[src/acr_pkg.sv]
/*
  Constants for the converter setup register bank: offsets, field positions,
  reset values and codes. Assumes a byte-wide register access port.
*/
package acr_pkg;
  localparam logic [7:0] ACR_OFS_CHSEL  = 8'h05;
  localparam logic [7:0] ACR_OFS_PWR    = 8'h08;
  localparam logic [7:0] ACR_OFS_GCLK   = 8'h09;
  localparam logic [7:0] ACR_OFS_CDIV   = 8'h0B;
  localparam logic [7:0] ACR_OFS_TEST   = 8'h0D;
  localparam logic [7:0] ACR_OFS_BIST   = 8'h0E;
  localparam logic [7:0] ACR_OFS_OFFS   = 8'h10;
  localparam logic [7:0] ACR_OFS_OMODE  = 8'h14;
  localparam logic [7:0] ACR_OFS_CPHASE = 8'h16;
  localparam logic [7:0] ACR_OFS_XFER   = 8'hFF;

  localparam logic [7:0] ACR_RST_CHSEL  = 8'h03;
  localparam logic [7:0] ACR_RST_GCLK   = 8'h01;
  localparam logic [7:0] ACR_RST_ZERO   = 8'h00;

  // Writable bit masks; open bits read zero
  localparam logic [7:0] ACR_MSK_CHSEL  = 8'h03;
  localparam logic [7:0] ACR_MSK_PWR    = 8'h23;
  localparam logic [7:0] ACR_MSK_GCLK   = 8'h01;
  localparam logic [7:0] ACR_MSK_CDIV   = 8'h07;
  localparam logic [7:0] ACR_MSK_TEST   = 8'h37;
  localparam logic [7:0] ACR_MSK_BIST   = 8'h05;
  localparam logic [7:0] ACR_MSK_OFFS   = 8'h3F;
  localparam logic [7:0] ACR_MSK_OMODE  = 8'hD7;
  localparam logic [7:0] ACR_MSK_CPHASE = 8'h87;

  localparam int ACR_BIT_PIN_STBY = 5;
  localparam int ACR_BIT_DCS      = 0;
  localparam int ACR_BIT_XFER     = 0;
  localparam int ACR_BIT_OE_N     = 4;
  localparam int ACR_BIT_INVERT   = 2;
  localparam int ACR_BIT_OTYPE    = 6;
  localparam int ACR_BIT_DRIVE    = 7;
  localparam int ACR_BIT_DCO_INV  = 7;
  localparam int ACR_BIT_RST_LONG = 5;
  localparam int ACR_BIT_RST_SHRT = 4;
  localparam int ACR_BIT_BIST_RST = 2;

  typedef enum logic [2:0] {
    ACR_TP_OFF    = 3'b000,
    ACR_TP_MID    = 3'b001,
    ACR_TP_POS_FS = 3'b010,
    ACR_TP_NEG_FS = 3'b011,
    ACR_TP_CHECK  = 3'b100,
    ACR_TP_LONG   = 3'b101,
    ACR_TP_SHORT  = 3'b110,
    ACR_TP_TOGGLE = 3'b111
  } acr_tp_e;

  typedef enum logic [1:0] {
    ACR_FMT_OBIN  = 2'b00,
    ACR_FMT_TWOS  = 2'b01,
    ACR_FMT_GRAY  = 2'b10,
    ACR_FMT_OBIN2 = 2'b11
  } acr_fmt_e;
endpackage

[src/acr_regs.sv]
/*
  Setup register bank for a dual-channel converter. Host side is a simple
  byte port (write strobe, read strobe, address, data) on clk_sys; the active
  settings are shadows loaded by the transfer bit. Assumes the host port is
  synchronous to clk_sys.
*/
`timescale 1ns/1ns
`default_nettype none
module acr_regs
  import acr_pkg::*;
(
  // Clock and reset
  input  wire logic        clk_sys,
  input  wire logic        rst,
  // Host register port
  input  wire logic        wr_en,
  input  wire logic        rd_en,
  input  wire logic [7:0]  addr,
  input  wire logic [7:0]  wdata,
  output logic      [7:0]  rdata,
  output logic             rvalid,
  // Global active settings
  output logic             pin_pdwn_is_stby,
  output logic             dcs_active,
  output logic      [2:0]  clk_div_code,
  output logic      [2:0]  clk_phase_delay,
  output logic             output_data_clock_invert,
  output logic             output_is_lvds,
  output logic             output_drive_low,
  // Per-channel active settings, index 0 is channel A
  output logic      [1:0]  pwr_mode [2],
  output logic      [2:0]  test_mode [2],
  output logic             long_prbs_sequence_reset [2],
  output logic             short_prbs_sequence_reset [2],
  output logic             self_test_control [2],
  output logic             bist_reset [2],
  output logic signed [5:0] offset_trim [2],
  output logic      [1:0]  out_format [2],
  output logic             out_invert [2],
  output logic             out_disable [2]
);
  logic [7:0] channel_select_r;
  // Master (host-written) copies
  logic [7:0] power_modes_r [2];
  logic [7:0] global_clock_config_r;
  logic [7:0] clock_divider_r;
  logic [7:0] test_pattern_select_r [2];
  logic [7:0] self_test_control_r [2];
  logic [7:0] offset_trim_r [2];
  logic [7:0] output_config_r [2];
  logic [7:0] clock_phase_config_r;
  logic       xfer_r;

  // Global registers ignore the channel bits
  logic wr_global;
  assign wr_global = wr_en;

  always_ff @(posedge clk_sys) begin
    if (rst) begin
      channel_select_r      <= ACR_RST_CHSEL;
      global_clock_config_r <= ACR_RST_GCLK;
      clock_divider_r       <= ACR_RST_ZERO;
      clock_phase_config_r  <= ACR_RST_ZERO;
    end else if (wr_global) begin
      case (addr)
        ACR_OFS_CHSEL:  channel_select_r      <= wdata & ACR_MSK_CHSEL;
        ACR_OFS_GCLK:   global_clock_config_r <= wdata & ACR_MSK_GCLK;
        ACR_OFS_CDIV:   clock_divider_r       <= wdata & ACR_MSK_CDIV;
        ACR_OFS_CPHASE: clock_phase_config_r  <= wdata & ACR_MSK_CPHASE;
        default: ;
      endcase
    end
  end

  // Transfer bit: set by write, cleared on the same edge that loads shadows
  always_ff @(posedge clk_sys) begin
    if (rst) begin
      xfer_r <= 1'b0;
    end else if (wr_en && addr == ACR_OFS_XFER) begin
      xfer_r <= wdata[ACR_BIT_XFER];
    end else begin
      xfer_r <= 1'b0;
    end
  end

  // Per-channel master copies and shadows
  genvar ch;
  generate
    for (ch = 0; ch < 2; ch++) begin : g_ch
      logic sel;
      assign sel = wr_en && channel_select_r[ch];

      always_ff @(posedge clk_sys) begin
        if (rst) begin
          power_modes_r[ch]         <= ACR_RST_ZERO;
          test_pattern_select_r[ch] <= ACR_RST_ZERO;
          self_test_control_r[ch]   <= ACR_RST_ZERO;
          offset_trim_r[ch]         <= ACR_RST_ZERO;
          output_config_r[ch]       <= ACR_RST_ZERO;
        end else if (sel) begin
          case (addr)
            ACR_OFS_PWR: begin
              power_modes_r[ch] <= wdata & ACR_MSK_PWR;
            end
            ACR_OFS_TEST:  test_pattern_select_r[ch] <= wdata & ACR_MSK_TEST;
            ACR_OFS_BIST:  self_test_control_r[ch]   <= wdata & ACR_MSK_BIST;
            ACR_OFS_OFFS:  offset_trim_r[ch]         <= wdata & ACR_MSK_OFFS;
            ACR_OFS_OMODE: output_config_r[ch]       <= wdata & ACR_MSK_OMODE;
            default: ;
          endcase
        end
      end

      // Shadows change only on transfer, both channels together
      always_ff @(posedge clk_sys) begin
        if (rst) begin
          pwr_mode[ch]                  <= 2'b00;
          test_mode[ch]                 <= 3'b000;
          long_prbs_sequence_reset[ch]  <= 1'b0;
          short_prbs_sequence_reset[ch] <= 1'b0;
        end else if (xfer_r) begin
          pwr_mode[ch]                  <= power_modes_r[ch][1:0];
          test_mode[ch]                 <= test_pattern_select_r[ch][2:0];
          long_prbs_sequence_reset[ch]  <= test_pattern_select_r[ch][ACR_BIT_RST_LONG];
          short_prbs_sequence_reset[ch] <= test_pattern_select_r[ch][ACR_BIT_RST_SHRT];
        end
      end

      // Self-test shadows
      always_ff @(posedge clk_sys) begin
        if (rst) begin
          self_test_control[ch]               <= 1'b0;
          bist_reset[ch]                <= 1'b0;
        end else if (xfer_r) begin
          self_test_control[ch]               <= self_test_control_r[ch][0];
          bist_reset[ch]                <= self_test_control_r[ch][ACR_BIT_BIST_RST];
        end
      end

      // Data coding shadows; trim and format act downstream of this block
      always_ff @(posedge clk_sys) begin
        if (rst) begin
          offset_trim[ch]               <= 6'sd0;
          out_format[ch]                <= ACR_FMT_OBIN;
          out_invert[ch]                <= 1'b0;
          out_disable[ch]               <= 1'b0;
        end else if (xfer_r) begin
          offset_trim[ch]               <= $signed(offset_trim_r[ch][5:0]);
          out_format[ch]                <= output_config_r[ch][1:0];
          out_invert[ch]                <= output_config_r[ch][ACR_BIT_INVERT];
          out_disable[ch]               <= output_config_r[ch][ACR_BIT_OE_N];
        end
      end
    end
  endgenerate

  // Pin action is global; channel A copy holds it
  always_ff @(posedge clk_sys) begin
    if (rst) begin
      pin_pdwn_is_stby <= 1'b0;
    end else if (xfer_r) begin
      pin_pdwn_is_stby <= power_modes_r[0][ACR_BIT_PIN_STBY];
    end
  end

  // Clock shadows; a divider other than one needs the stabilizer
  always_ff @(posedge clk_sys) begin
    if (rst) begin
      dcs_active               <= 1'b1;
      clk_div_code             <= 3'b000;
      clk_phase_delay          <= 3'b000;
      output_data_clock_invert <= 1'b0;
    end else if (xfer_r) begin
      dcs_active               <= global_clock_config_r[ACR_BIT_DCS]
                                  | (clock_divider_r[2:0] != 3'b000);
      clk_div_code             <= clock_divider_r[2:0];
      clk_phase_delay          <= clock_phase_config_r[2:0];
      output_data_clock_invert <= clock_phase_config_r[ACR_BIT_DCO_INV];
    end
  end

  // Output driver shadows are global, held in the channel A copy
  always_ff @(posedge clk_sys) begin
    if (rst) begin
      output_is_lvds   <= 1'b0;
      output_drive_low <= 1'b0;
    end else if (xfer_r) begin
      output_is_lvds   <= output_config_r[0][ACR_BIT_OTYPE];
      output_drive_low <= output_config_r[0][ACR_BIT_DRIVE];
    end
  end

  // Read path: local reads prefer channel A when both set
  // A read taken with a write in one cycle returns the old value
  logic rd_ch;
  assign rd_ch = ~channel_select_r[0] & channel_select_r[1];

  always_ff @(posedge clk_sys) begin
    if (rst) begin
      rdata  <= 8'h00;
      rvalid <= 1'b0;
    end else begin
      rvalid <= rd_en;
      if (rd_en) begin
        case (addr)
          ACR_OFS_CHSEL:  rdata <= channel_select_r;
          ACR_OFS_PWR:    rdata <= power_modes_r[rd_ch];
          ACR_OFS_GCLK:   rdata <= global_clock_config_r;
          ACR_OFS_CDIV:   rdata <= clock_divider_r;
          ACR_OFS_TEST:   rdata <= test_pattern_select_r[rd_ch];
          ACR_OFS_BIST:   rdata <= self_test_control_r[rd_ch];
          ACR_OFS_OFFS:   rdata <= offset_trim_r[rd_ch];
          ACR_OFS_OMODE:  rdata <= output_config_r[rd_ch];
          ACR_OFS_CPHASE: rdata <= clock_phase_config_r;
          ACR_OFS_XFER:   rdata <= {7'h00, xfer_r};
          default:        rdata <= 8'h00;
        endcase
      end
    end
  end
endmodule // acr_regs
`default_nettype wire

[config.mk]
export PLATFORM = sky130hd
export DESIGN_NAME = acr_regs
export DESIGN_NICKNAME = d
export VERILOG_FILES = /design/src/acr_pkg.sv /design/src/acr_regs.sv
export SDC_FILE = /design/constraint.sdc
export NUM_CORES = 1
export LEC_CHECK = 0
export BUFFER_PORTS_ARGS = -buffer_cell sky130_fd_sc_hd__buf_2
export CORE_ASPECT_RATIO = 0.7
export CORE_MARGIN = 2
export CORE_UTILIZATION = 45
export CTS_CLUSTER_SIZE = 30
export DETAILED_ROUTE_END_ITERATION = 8
export PLACE_DENSITY = 0.73
export SYNTH_ARGS = -nofsm -noshare
export SYNTH_HDL_FRONTEND = slang
export SYNTH_SLANG_ARGS = --single-unit
[constraint.sdc]
create_clock -name clk_sys -period 2.65 [get_ports clk_sys]
set_input_delay 0.1325 -clock clk_sys [delete_from_list [all_inputs] [get_ports clk_sys]]
set_output_delay 0.1325 -clock clk_sys [all_outputs]
set_load 0.005 [all_outputs]
==> results of run 1 <==
[power groups by stage]
stage                     Combinational [uW]  Clock [uW]  Sequential, uW
after floorplan                         80.3           0            1880
after detailed placement                 159           0            1890
after CTS                                159        2180            1850
after global placement                   155           0            1890
after global routing                     176        2260            1850
final                                    163        2170            1850
[cell usage in the layout (no fill, tap or decap), types with 3 or more instances in the layout]
cell type   netlist  final
a21oi_1          18     18
a311oi_1          3      3
and2_1           24     24
and3_1           12     12
buf_2             3     77
buf_4             0     17
clkbuf_16         0     18
clkinv_2          0      5
clkinvlp_4        0      3
dfxtp_1          69     68
edfxtp_1         44     44
inv_1             7      7
mux2i_1          61     61
nand2_1          38     38
nand3_1          12     12
nor2_1           62     62
nor2b_1           4      3
nor3_1            9      9
nor4_1           13     13
o21ai_0          14     14
o22ai_1           3      3
or4_4             3      3
[final timing paths]
kind / cells past startpoint / end / slack, ps / from
setup / recovery: 6 / rdata[0] / 640 / channel_select_r[1]
hold / removal: 3 / clock_phase_config_r[7] / 10 / wdata[7]
setup reg to reg: 6 / rdata[0] / 640 / channel_select_r[1]
hold reg to reg: 2 / out_invert[0] / 490 / out_invert[0]
[final cells by class]
| class | instances | area (um^2) | area share |
|---|---|---|---|
| Sequential cell | 113 | 2704 | 0.4575 |
| Multi-Input combinational cell | 308 | 1936 | 0.3275 |
| Timing Repair Buffer | 94 | 513.0 | 0.08679 |
| Clock buffer | 21 | 481.7 | 0.08150 |
| Tap cell | 132 | 165.2 | 0.02794 |
| Clock inverter | 11 | 85.08 | 0.01439 |
| Inverter | 7 | 26.28 | 0.004445 |
[state kept, by name (all words and copies together), names as in the netlist, 4 cells and up]
| register | cells |
|---|---|
| clock_phase_config_r | 4 |
| output_config_r | 12 |
| out_format | 4 |
| test_pattern_select_r | 10 |
| offset_trim | 12 |
| offset_trim_r | 12 |
| test_mode | 6 |
| pwr_mode | 4 |
| power_modes_r | 6 |
| rdata | 8 |
| self_test_control_r | 4 |
[metal layers]
metal	global-route usage	wire length, um	vias to the layer above	part of all wire
met3	0.05655	1068	22	0.084
met1	0.3416	5736	1890	0.45
met5	0	0	-	0
li1	-	-	1815	-
met2	0.3401	5749	188	0.45
met4	0.08059	216	0	0.017
[logic make-up (layout without fill, tap and decap cells)]
family	after synthesis	count (layout)
AO/OA/AOI/OAI	59	59
buffers and inverters	35	133
flip-flops	113	113
multiplexers	62	62
AND/OR/NAND/NOR	187	187
[critical path, cell delays in order, from the launching register on]
cell,delay (ps)
dfxtp_1,390
nor2b_2,190
buf_4,250
mux2i_1,220
o21ai_1,100
a2111oi_0,550
a311oi_1,160
[stage by stage]
stage	cell area, um^2	cells	setup WS (ps)	hold slack [ps]
6_report	5911	686	641.6	11.01
3_3_place_gp	5344	654	569.6	417.5
3_5_place_dp	5344	654	493.7	426.1
4_1_cts	5911	686	668.3	3.634
2_1_floorplan	4780	456	502.3	250.8
5_1_grt	5911	686	423.4	21.28
==> impl_metrics.sql, run 1 <==
INSERT INTO impl_metrics (metric_group, metric, value, unit) VALUES
('worst_setup_path', 'path_max_fanout', '13', ''),
('placed_design', 'place.gp.congestion', '0.9289', ''),
('timing', 'tightest_slew', '902.4', 'ps'),
('drt', 'postRouteAntennaNets', '0', ''),
('floorplanning', 'io-pin-count', '78', ''),
('synthesis', 'synth_compound_area_frac', '0.07906', ''),
('status', 'run_status', 'completed', ''),
('pwr', 'power.switching_fraction', '0.2216', ''),
('drt', 'wire_per_inst', '18.62', 'um'),
('clock_tree', 'post_cts.resized_instances', '0', ''),
('clock_tree', 'cts_sinks', '113', ''),
('floorplanning', 'floorplan.rows', '31', ''),
('synthesis', 'yosys_most_used_dff', 'dfxtp_1', ''),
('pwr', 'powerDensity', '707.3', 'nW/um^2'),
('synthesis', 'synth.ff_latch_count', '113', ''),
('timing', 'fin_crit_sh', '0.7579', ''),
('timing', 'fin_tns_setup', '0', 'ps'),
('worst_setup_path', 'cp-start-kind', 'flop', ''),
('pwr', 'vdd_drop_max', '0.5610', 'mV'),
('pwr', 'power.share.sequential', '0.443', ''),
('floorplanning', 'initial_utilization', '0.4615', ''),
('floorplanning', 'die-width', '127.2', 'um'),
('timing', 'max_freq', '497.9', 'MHz'),
('clock_tree', 'post_cts_buffers', '0', ''),
('global_route', 'grt_first_pass_wirelength', '20510', 'um'),
('drt', 'vias_per_cell', '5.707', ''),
('hold_path', 'timing.hold.worst.class', 'in -> reg', ''),
('clock_tree', 'h-tree-depth', '4', ''),
('synthesis', 'synth-simple-area-share', '0.1953', ''),
('timing', 'final-hold-violation-count', '0', ''),
('synthesis', 'synth_largest_type_area_fraction', '0.2890', ''),
('pwr', 'switchingPower', '926.6', 'uW'),
('clock_tree', 'number_of_buffers_created_by_cts', '17', ''),
('pwr', 'power.share.combinational', '0.039', ''),
('clock_tree', 'max-clock-path-buffers', '2', ''),
('global_route', 'grt_remaining_overflow', '0', ''),
('clock_tree', 'ctsRootBufferMaster', 'clkbuf_16', ''),
('floorplanning', 'fp.coreArea', '10360', 'um^2'),
('drt', 'drt_iter0_markers', '432', ''),
('synthesis', 'post_synth_fa_ha_maj_area_fraction', '0', ''),
('synthesis', 'synth.largest_area_cell', 'dfxtp_1', ''),
('floorplanning', 'die_height', '90.23', 'um'),
('timing', 'grt_setup_unrepaired', 'no', ''),
('synthesis', 'async_reset_ff_frac', '0', ''),
('synthesis', 'mappedNetlistArea', '4780', 'um^2'),
('synthesis', 'largest_family_of_logic_cells_by_synthesized_area', 'simple AND/OR/NAND/NOR gates', ''),
('timing', 'finalSetupViolations', '0', ''),
('drt', 'firstDrtPassIters', '5', ''),
('run', 'timing.max_cap.violations', '0', ''),
('floorplanning', 'die_area', '11470', 'um^2'),
('synthesis', 'synth_enable_flop_cells', '44', ''),
('synthesis', 'netlist_top_cells_count', '69 x dfxtp_1, 62 x nor2_1, 61 x mux2i_1', ''),
('synthesis', 'yosys.area_share.xor_xnor', '0', ''),
('pwr', 'totalPowerFinal', '4181', 'uW'),
('synthesis', 'synthMostInstantiatedCell', 'dfxtp_1', ''),
('global_route', 'grtUsageTotal', '0.2341', ''),
('synthesis', 'syn_inst', '456', ''),
('placed_design', 'io_buffers', '77', ''),
('synthesis', 'register_area_share_after_synthesis', '0.5654', ''),
('synthesis', 'post_synth_num_cell_types', '46', ''),
('worst_setup_path', 'critPathCaptureType', 'flop', ''),
('timing', 'max_slew_vio_count', '0', ''),
('global_route', 'antenna_found_initial', '0', ''),
('clock_tree', 'cts.clk_slew.worst_paths', '60', 'ps'),
('timing', 'timing.max_slew.rel_slack', '0.3984', ''),
('drt', 'route.final.wire_length', '12770', 'um'),
('pwr', 'internal-power', '3254', 'uW'),
('finish', 'areaGrowthSynthToFinish', '23.66', '%'),
('worst_setup_path', 'critical_path_arrival', '2270', 'ps'),
('finish', 'n_antenna_cell', '0', ''),
('clock_tree', 'clock_insertion_delay_worst_skew', '410', 'ps');
No activity file was read; power rests on OpenSTA's default activity.
==> inputs of run 2 (changes only) <==
ABC_AREA = 1   (was unset)
PLACE_DENSITY = 0.76   (was 0.73)
clock period = 1.8 ns   (was 2.65 ns; I/O delays follow)
==> impl_metrics.sql, run 2 <==
INSERT INTO impl_metrics (metric_group, metric, value, unit) VALUES
('timing', 'timing.final.crit_period', '1601', 'ps'),
('drt', 'firstDrtPassIters', '5', ''),
('drt', 'dr_wl_met3', '1333', 'um'),
('timing', 'skew', '6.884', 'ps'),
('synthesis', 'post_synth_num_cell_types', '29', ''),
('synthesis', 'async_reset_ff_frac', '0', ''),
('drt', 'drt_iter0_markers', '408', ''),
('hold_path', 'worstHoldEndpoint', 'output_config_r[1][4]', ''),
('drt', 'met2_length', '5476', 'um'),
('finish', 'design.final.nets', '684', ''),
('synthesis', 'register_area_share_after_synthesis', '0.5714', ''),
('worst_setup_path', 'crit-reg2reg-capture', 'rdata[5]', ''),
('synthesis', 'synth_enable_flop_cells', '44', ''),
('finish', 'final-seq-area', '2704', 'um^2'),
('synthesis', 'netlist_top_cells_area', 'dfxtp_1 29%, edfxtp_1 28%, nor2_1 9.4%', ''),
('worst_setup_path', 'timing.reg2reg.worst_path_depth', '7', ''),
('drt', 'wire_per_inst', '15.78', 'um'),
('clock_tree', 'number_of_buffers_created_by_cts', '17', ''),
('floorplanning', 'io-pin-count', '78', ''),
('pwr', 'vdd_drop_max', '0.6946', 'mV'),
('drt', 'dr.max_layer_used', 'met4', ''),
('finish', 'n_antenna_cell', '0', ''),
('global_route', 'antenna_found_initial', '0', ''),
('worst_setup_path', 'cp-startpoint', 'channel_select_r[0]', ''),
('hold_path', 'holdCritStartpoint', 'wdata[6]', ''),
('worst_setup_path', 'critPathCaptureType', 'flop', ''),
('synthesis', 'synth.ff_latch_count', '113', ''),
('synthesis', 'synth.largest_area_cell', 'dfxtp_1', ''),
('clock_tree', 'cts.clk_slew.worst_paths', '50', 'ps'),
('pwr', 'cellLeakagePower', '0.002757', 'uW'),
('synthesis', 'synth.net_count', '596', ''),
('global_route', 'grtUsageTotal', '0.2342', ''),
('drt', 'drc', '0', ''),
('synthesis', 'mappedNetlistArea', '4730', 'um^2'),
('synthesis', 'synthMostInstantiatedCell', 'nor2_1', ''),
('floorplanning', 'floorplan.rows', '31', ''),
('finish', 'commonest_non_fill_non_tap_cells_in_the_layout', '118 x nor2_1, 97 x nand2_1, 77 x buf_2', ''),
('run', 'timing.max_cap.violations', '0', ''),
('drt', 'vias_per_cell', '5.213', ''),
('timing', 'max_freq', '624.8', 'MHz'),
('worst_setup_path', 'cp-start-kind', 'flop', ''),
('worst_setup_path', 'timing.rr.start', 'channel_select_r[0]', ''),
('finish', 'layout_top_registers', 'offset_trim: 12 flops, offset_trim_r: 12 flops, output_config_r: 12 flops', ''),
('clock_tree', 'cts_tree', 'yes', ''),
('synthesis', 'netlist_top_cells_count', '118 x nor2_1, 97 x nand2_1, 73 x o21ai_0', ''),
('finish', 'post-route-util', '0.5735', ''),
('timing', 'tightest_slew', '520.6', 'ps'),
('hold_path', 'timing.hold.worst.class', 'in -> reg', ''),
('timing', 'finalSetupViolations', '0', ''),
('finish', 'multi_input_logic_area', '1690', 'um^2'),
('drt', 'postRouteAntennaNets', '0', ''),
('floorplanning', 'initial_utilization', '0.4601', ''),
('worst_setup_path', 'worst-r2r-setup-slack', '200', 'ps'),
('clock_tree', 'h-tree-depth', '4', ''),
('global_route', 'grt_max_degree', '47', ''),
('floorplanning', 'die-width', '126.5', 'um'),
('worst_setup_path', 'critPathKind', 'reg -> reg', ''),
('timing', 'final-hold-violation-count', '0', ''),
('timing', 'timing.max_slew.rel_slack', '0.6526', ''),
('placed_design', 'place.gp.congestion', '0.9594', ''),
('finish', 'n_fill_cell', '920', ''),
('synthesis', 'yosys_most_used_dff', 'dfxtp_1', ''),
('floorplanning', 'fp.coreArea', '10280', 'um^2'),
('global_route', 'first_global_vias', '3979', ''),
('pwr', 'powerDensity', '1045', 'nW/um^2'),
('hold_path', 'min_path_cells', '3', ''),
('synthesis', 'syn-mean-instance-area', '8.211', 'um^2'),
('finish', 'layout_commonest_cell', 'nor2_1', ''),
('finish', 'areaGrowthSynthToFinish', '24.63', '%'),
('drt', 'met1Wirelength', '5797', 'um'),
('floorplanning', 'die_area', '11360', 'um^2'),
('global_route', 'grt_first_pass_wirelength', '20380', 'um'),
('worst_setup_path', 'path_max_fanout', '37', ''),
('status', 'run_status', 'completed', ''),
('placed_design', 'io_buffers', '77', ''),
('placed_design', 'worst_slack_at_placement', '210.5', 'ps'),
('finish', 'final_layout_size_suffix_gt1_frac', '0.2097', ''),
('timing', 'max_slew_vio_count', '0', ''),
('floorplanning', 'die_height', '89.78', 'um'),
('clock_tree', 'clock_insertion_delay_worst_skew', '410', 'ps'),
('drt', 'dr_total_vias', '4217', ''),
('clock_tree', 'post_cts_buffers', '0', ''),
('timing', 'fin_crit_sh', '0.8892', ''),
('placed_design', 'dp.final_hpwl', '9199', 'um'),
('clock_tree', 'max-clock-path-buffers', '2', ''),
('synthesis', 'syn_inst', '576', ''),
('drt', 'route.final.wire_length', '12760', 'um'),
('clock_tree', 'cts_sinks', '113', ''),
('worst_setup_path', 'critical_path_arrival', '1880', 'ps'),
('clock_tree', 'post_cts.resized_instances', '0', ''),
('timing', 'postLayoutSetupSlackWorst', '199.4', 'ps'),
('clock_tree', 'ctsRootBufferMaster', 'clkbuf_16', ''),
('synthesis', 'synth_largest_type_area_fraction', '0.2921', ''),
('timing', 'fin_tns_setup', '0', 'ps'),
('synthesis', 'ys.warnings.count', '0', ''),
('timing', 'grt_setup_unrepaired', 'no', ''),
('worst_setup_path', 'cp.required', '2080', 'ps'),
('global_route', 'grt_remaining_overflow', '0', '');
run 2: worst max-delay path, stage by stage, from the launching register on:
cell	delay, ps
dfxtp_1	420
inv_2	60
nand2_4	300
o21ai_0	170
nand2_1	150
nand2_1	70
o21ai_1	200
a21oi_1	100
run 2: worst max-delay path by stage:
stage / endpoint
after floorplan: offset_trim_r[1][0]
after global placement: offset_trim_r[0][0]
after detailed placement: offset_trim_r[0][2]
after CTS: rdata[2]
after global routing: rdata[2]
final: rdata[5]
run 2: area by class of cell:
cell class | instances | share of cell area
Clock buffer | 21 | 0.08724
Tap cell | 132 | 0.02802
Timing Repair Buffer | 94 | 0.09043
Sequential cell | 113 | 0.4587
Inverter | 58 | 0.03693
Clock inverter | 11 | 0.01189
Multi-Input combinational cell | 380 | 0.2868
run 2: through the flow:
stage / cell area, um^2 / total power [uW] / hold slack (ps) / cells
6_report: 5894 / 6162 / 15.18 / 809
5_1_grt: 5894 / 6358 / 32.92 / 809
4_1_cts: 5894 / 6192 / 6.451 / 809
3_5_place_dp: 5280 / 2979 / 418.8 / 774
3_3_place_gp: 5280 / 2973 / 403.2 / 774
2_1_floorplan: 4730 / 2871 / 168.5 / 576
run 2: timing repair:
action | CTS | global route
hold endpoints to repair | 3 | 0
setup endpoints to repair | 0 | 0
hold buffers | 3 | 0
run 2: power breakdown:
part	internal (uW)	total (uW)	switching, uW
Combinational	64.8	227	162
Sequential	2690	2710	19.2
Clock	2030	3220	1190
run 2: cells by family (layout without fill, tap and decap cells):
family | after synthesis | count (layout) | share of synthesized area
AND/OR/NAND/NOR | 257 | 257 | 0.2212
AO/OA/AOI/OAI | 123 | 123 | 0.1362
buffers and inverters | 83 | 184 | 0.07116
flip-flops | 113 | 113 | 0.5714
run 2: routing by layer:
metal  global-route usage  vias to the layer above
li1                     -                     2062
met1               0.3318                     1968
met2               0.3249                      172
met3              0.08095                       15
met4              0.09799                        0
met5                    0                        -
==> inputs of run 3 (changes only) <==
ABC_AREA = 0   (was 1)
PLACE_DENSITY = 0.75   (was 0.76)
SETUP_SLACK_MARGIN = 0.05   (was unset)
==> impl_metrics.sql, run 3 (same netlist as run 1, synthesis figures left out) <==
INSERT INTO impl_metrics (metric_group, metric, value, unit) VALUES
('worst_setup_path', 'cp-start-kind', 'flop', ''),
('global_route', 'grt_max_degree', '35', ''),
('clock_tree', 'clock_insertion_delay_worst_skew', '410', 'ps'),
('floorplanning', 'die-width', '127.2', 'um'),
('pwr', 'power.switching_fraction', '0.2196', ''),
('clock_tree', 'cts_tree', 'yes', ''),
('worst_setup_path', 'critPathKind', 'reg -> reg', ''),
('finish', 'layout.cell_area.non_filler', '6182', 'um^2'),
('pwr', 'cellLeakagePower', '0.002468', 'uW'),
('pwr', 'clkPwrFrac', '0.499', ''),
('timing', 'fin_tns_setup', '0', 'ps'),
('drt', 'wire_per_inst', '18.10', 'um'),
('global_route', 'grt_first_pass_wirelength', '20470', 'um'),
('worst_setup_path', 'critical_path.cell_chain', 'nor2b_2 -> buf_12 -> mux2_2 -> a32o_1 -> nand2_1 -> a311oi_1', ''),
('timing', 'timing.max_slew.rel_slack', '0.6228', ''),
('floorplanning', 'die_area', '11470', 'um^2'),
('clock_tree', 'h-tree-depth', '4', ''),
('placed_design', 'dp.final_hpwl', '9254', 'um'),
('finish', 'areaGrowthSynthToFinish', '29.35', '%'),
('pwr', 'power.share.combinational', '0.046', ''),
('clock_tree', 'cts.clk_slew.worst_paths', '50', 'ps'),
('finish', 'multi_input_logic_area', '1962', 'um^2'),
('clock_tree', 'post_cts_buffers', '0', ''),
('drt', 'drt_iter0_markers', '349', ''),
('floorplanning', 'io-pin-count', '78', ''),
('placed_design', 'worst_slack_at_placement', '-213.1', 'ps'),
('timing', 'skew', '7.036', 'ps'),
('worst_setup_path', 'critical_path_arrival', '1950', 'ps'),
('status', 'run_status', 'completed', ''),
('finish', 'design.final.nets', '592', ''),
('run', 'timing.max_cap.violations', '0', ''),
('timing', 'tightest_slew', '565.9', 'ps'),
('placed_design', 'placed_cell_area', '5605', 'um^2'),
('pwr', 'vdd_drop_max', '0.5946', 'mV'),
('floorplanning', 'die_height', '90.23', 'um'),
('floorplanning', 'fp.coreArea', '10360', 'um^2'),
('drt', 'drc', '0', ''),
('global_route', 'grtUsageTotal', '0.2359', ''),
('timing', 'fin_crit_sh', '0.9336', ''),
('placed_design', 'io_buffers', '77', ''),
('worst_setup_path', 'cpMaxStageDelayCell', 'dfxtp_2', ''),
('pwr', 'switchingPower', '1318', 'uW'),
('pwr', 'power.share.sequential', '0.455', ''),
('worst_setup_path', 'largest_stage_delay_on_the_critical_path', '360', 'ps'),
('finish', 'layout_commonest_cell', 'buf_2', ''),
('clock_tree', 'max-clock-path-buffers', '2', ''),
('finish', 'layout_top_registers', 'offset_trim: 12 flops, offset_trim_r: 12 flops, output_config_r: 12 flops', ''),
('clock_tree', 'number_of_buffers_created_by_cts', '17', ''),
('worst_setup_path', 'path_max_fanout', '15', ''),
('global_route', 'grt_remaining_overflow', '0', ''),
('hold_path', 'timing.hold.worst.class', 'in -> reg', ''),
('timing', 'grt_setup_unrepaired', 'no', ''),
('drt', 'route.final.wire_length', '12980', 'um'),
('placed_design', 'place.gp.congestion', '0.9688', ''),
('drt', 'vias_per_cell', '5.559', ''),
('clock_tree', 'cts_sinks', '113', ''),
('pwr', 'powerDensity', '970.4', 'nW/um^2'),
('clock_tree', 'ctsRootBufferMaster', 'clkbuf_16', ''),
('worst_setup_path', 'critPathCaptureType', 'flop', ''),
('timing', 'postLayoutSetupSlackWorst', '119.6', 'ps'),
('floorplanning', 'floorplan.rows', '31', ''),
('global_route', 'antenna_found_initial', '0', ''),
('drt', 'postRouteAntennaNets', '0', ''),
('timing', 'max_freq', '595.1', 'MHz'),
('global_route', 'first_global_vias', '3771', ''),
('finish', 'post-route-util', '0.5970', ''),
('finish', 'final-seq-area', '2705', 'um^2'),
('worst_setup_path', 'cp.required', '2070', 'ps'),
('timing', 'timing.final.crit_period', '1680', 'ps'),
('pwr', 'internal-power', '4682', 'uW'),
('floorplanning', 'initial_utilization', '0.4615', ''),
('timing', 'max_slew_vio_count', '0', ''),
('finish', 'commonest_non_fill_non_tap_cells_in_the_layout', '77 x buf_2, 67 x dfxtp_1, 62 x nor2_1', ''),
('timing', 'finalSetupViolations', '0', ''),
('finish', 'n_antenna_cell', '0', ''),
('drt', 'dr_total_vias', '3986', ''),
('finish', 'final_layout_size_suffix_gt1_frac', '0.2838', ''),
('drt', 'firstDrtPassIters', '5', ''),
('timing', 'final-hold-violation-count', '0', ''),
('worst_setup_path', 'worst-r2r-setup-slack', '120', 'ps'),
('finish', 'n_fill_cell', '891', '');
==> run 3: changes by cell type in the layout (fill, tap and decap cells not counted), sizes merged, moves of 24 or more <==
cell   change
nor2      -65
mux2i     +61
inv       -52
nand2     -61
o21ai     -64
buf       +31
and2      +24
==> run 3: path summary, 6_finish.rpt <==
check                            from              to  cells past startpoint
setup / recovery  channel_select_r[1]        rdata[0]                      6
hold / removal                    rst  offset_trim[6]                      2
setup reg to reg  channel_select_r[1]        rdata[0]                      6
hold reg to reg        out_disable[0]  out_disable[0]                      2
==> run 3: power by group through the flow <==
stage	logic [uW]	registers (uW)	clock network [uW]
finish	277	2730	2990
global route	300	2730	3170
CTS	271	2730	3030
detailed placement	265	2780	0
global placement	258	2780	0
floorplan	121	2760	0
==> run 3: routing by layer <==
layer | vias to the layer above | global-route usage | routed length (um)
li1 | 1888 | - | -
met1 | 1911 | 0.3354 | 6088
met2 | 159 | 0.3392 | 5641
met3 | 28 | 0.07738 | 994
met4 | 0 | 0.07784 | 255
met5 | - | 0 | 0
==> run 3: layout make-up <==
type                            instances  share of cell area
Clock inverter                          6            0.005464
Timing Repair Buffer                  125              0.1279
Multi-Input combinational cell        308              0.3173
Tap cell                              132             0.02672
Clock buffer                           26             0.08075
Inverter                                7            0.004250
Sequential cell                       113              0.4376
==> run 3: stage by stage <==
stage	instances	total power (uW)	hold WS, ps
final	717	5999	21.89
after global routing	717	6197	22.62
after CTS	717	6029	7.230
after detailed placement	682	3042	382.5
after global placement	682	3034	374.4
after floorplan	456	2885	208.3
==> run 3: timing repair <==
| item | in CTS | in global routing |
|---|---|---|
| pin swaps | 0 | 0 |
| setup endpoints to repair | 1 | 1 |
| hold buffers | 3 | 0 |
| gates cloned | 0 | 0 |
| gates resized for setup | 2 | 2 |
| endpoints found under the hold margin | 7 | 0 |
==> run 3: worst max-delay path, delay by kind of cell (launching register included) <==
kind                   cells  cell delay (ps)
AO/OA/AOI/OAI              2              350
flip-flops                 1              360
multiplexers               1              360
buffers and inverters      1              180
AND/OR/NAND/NOR            2              280
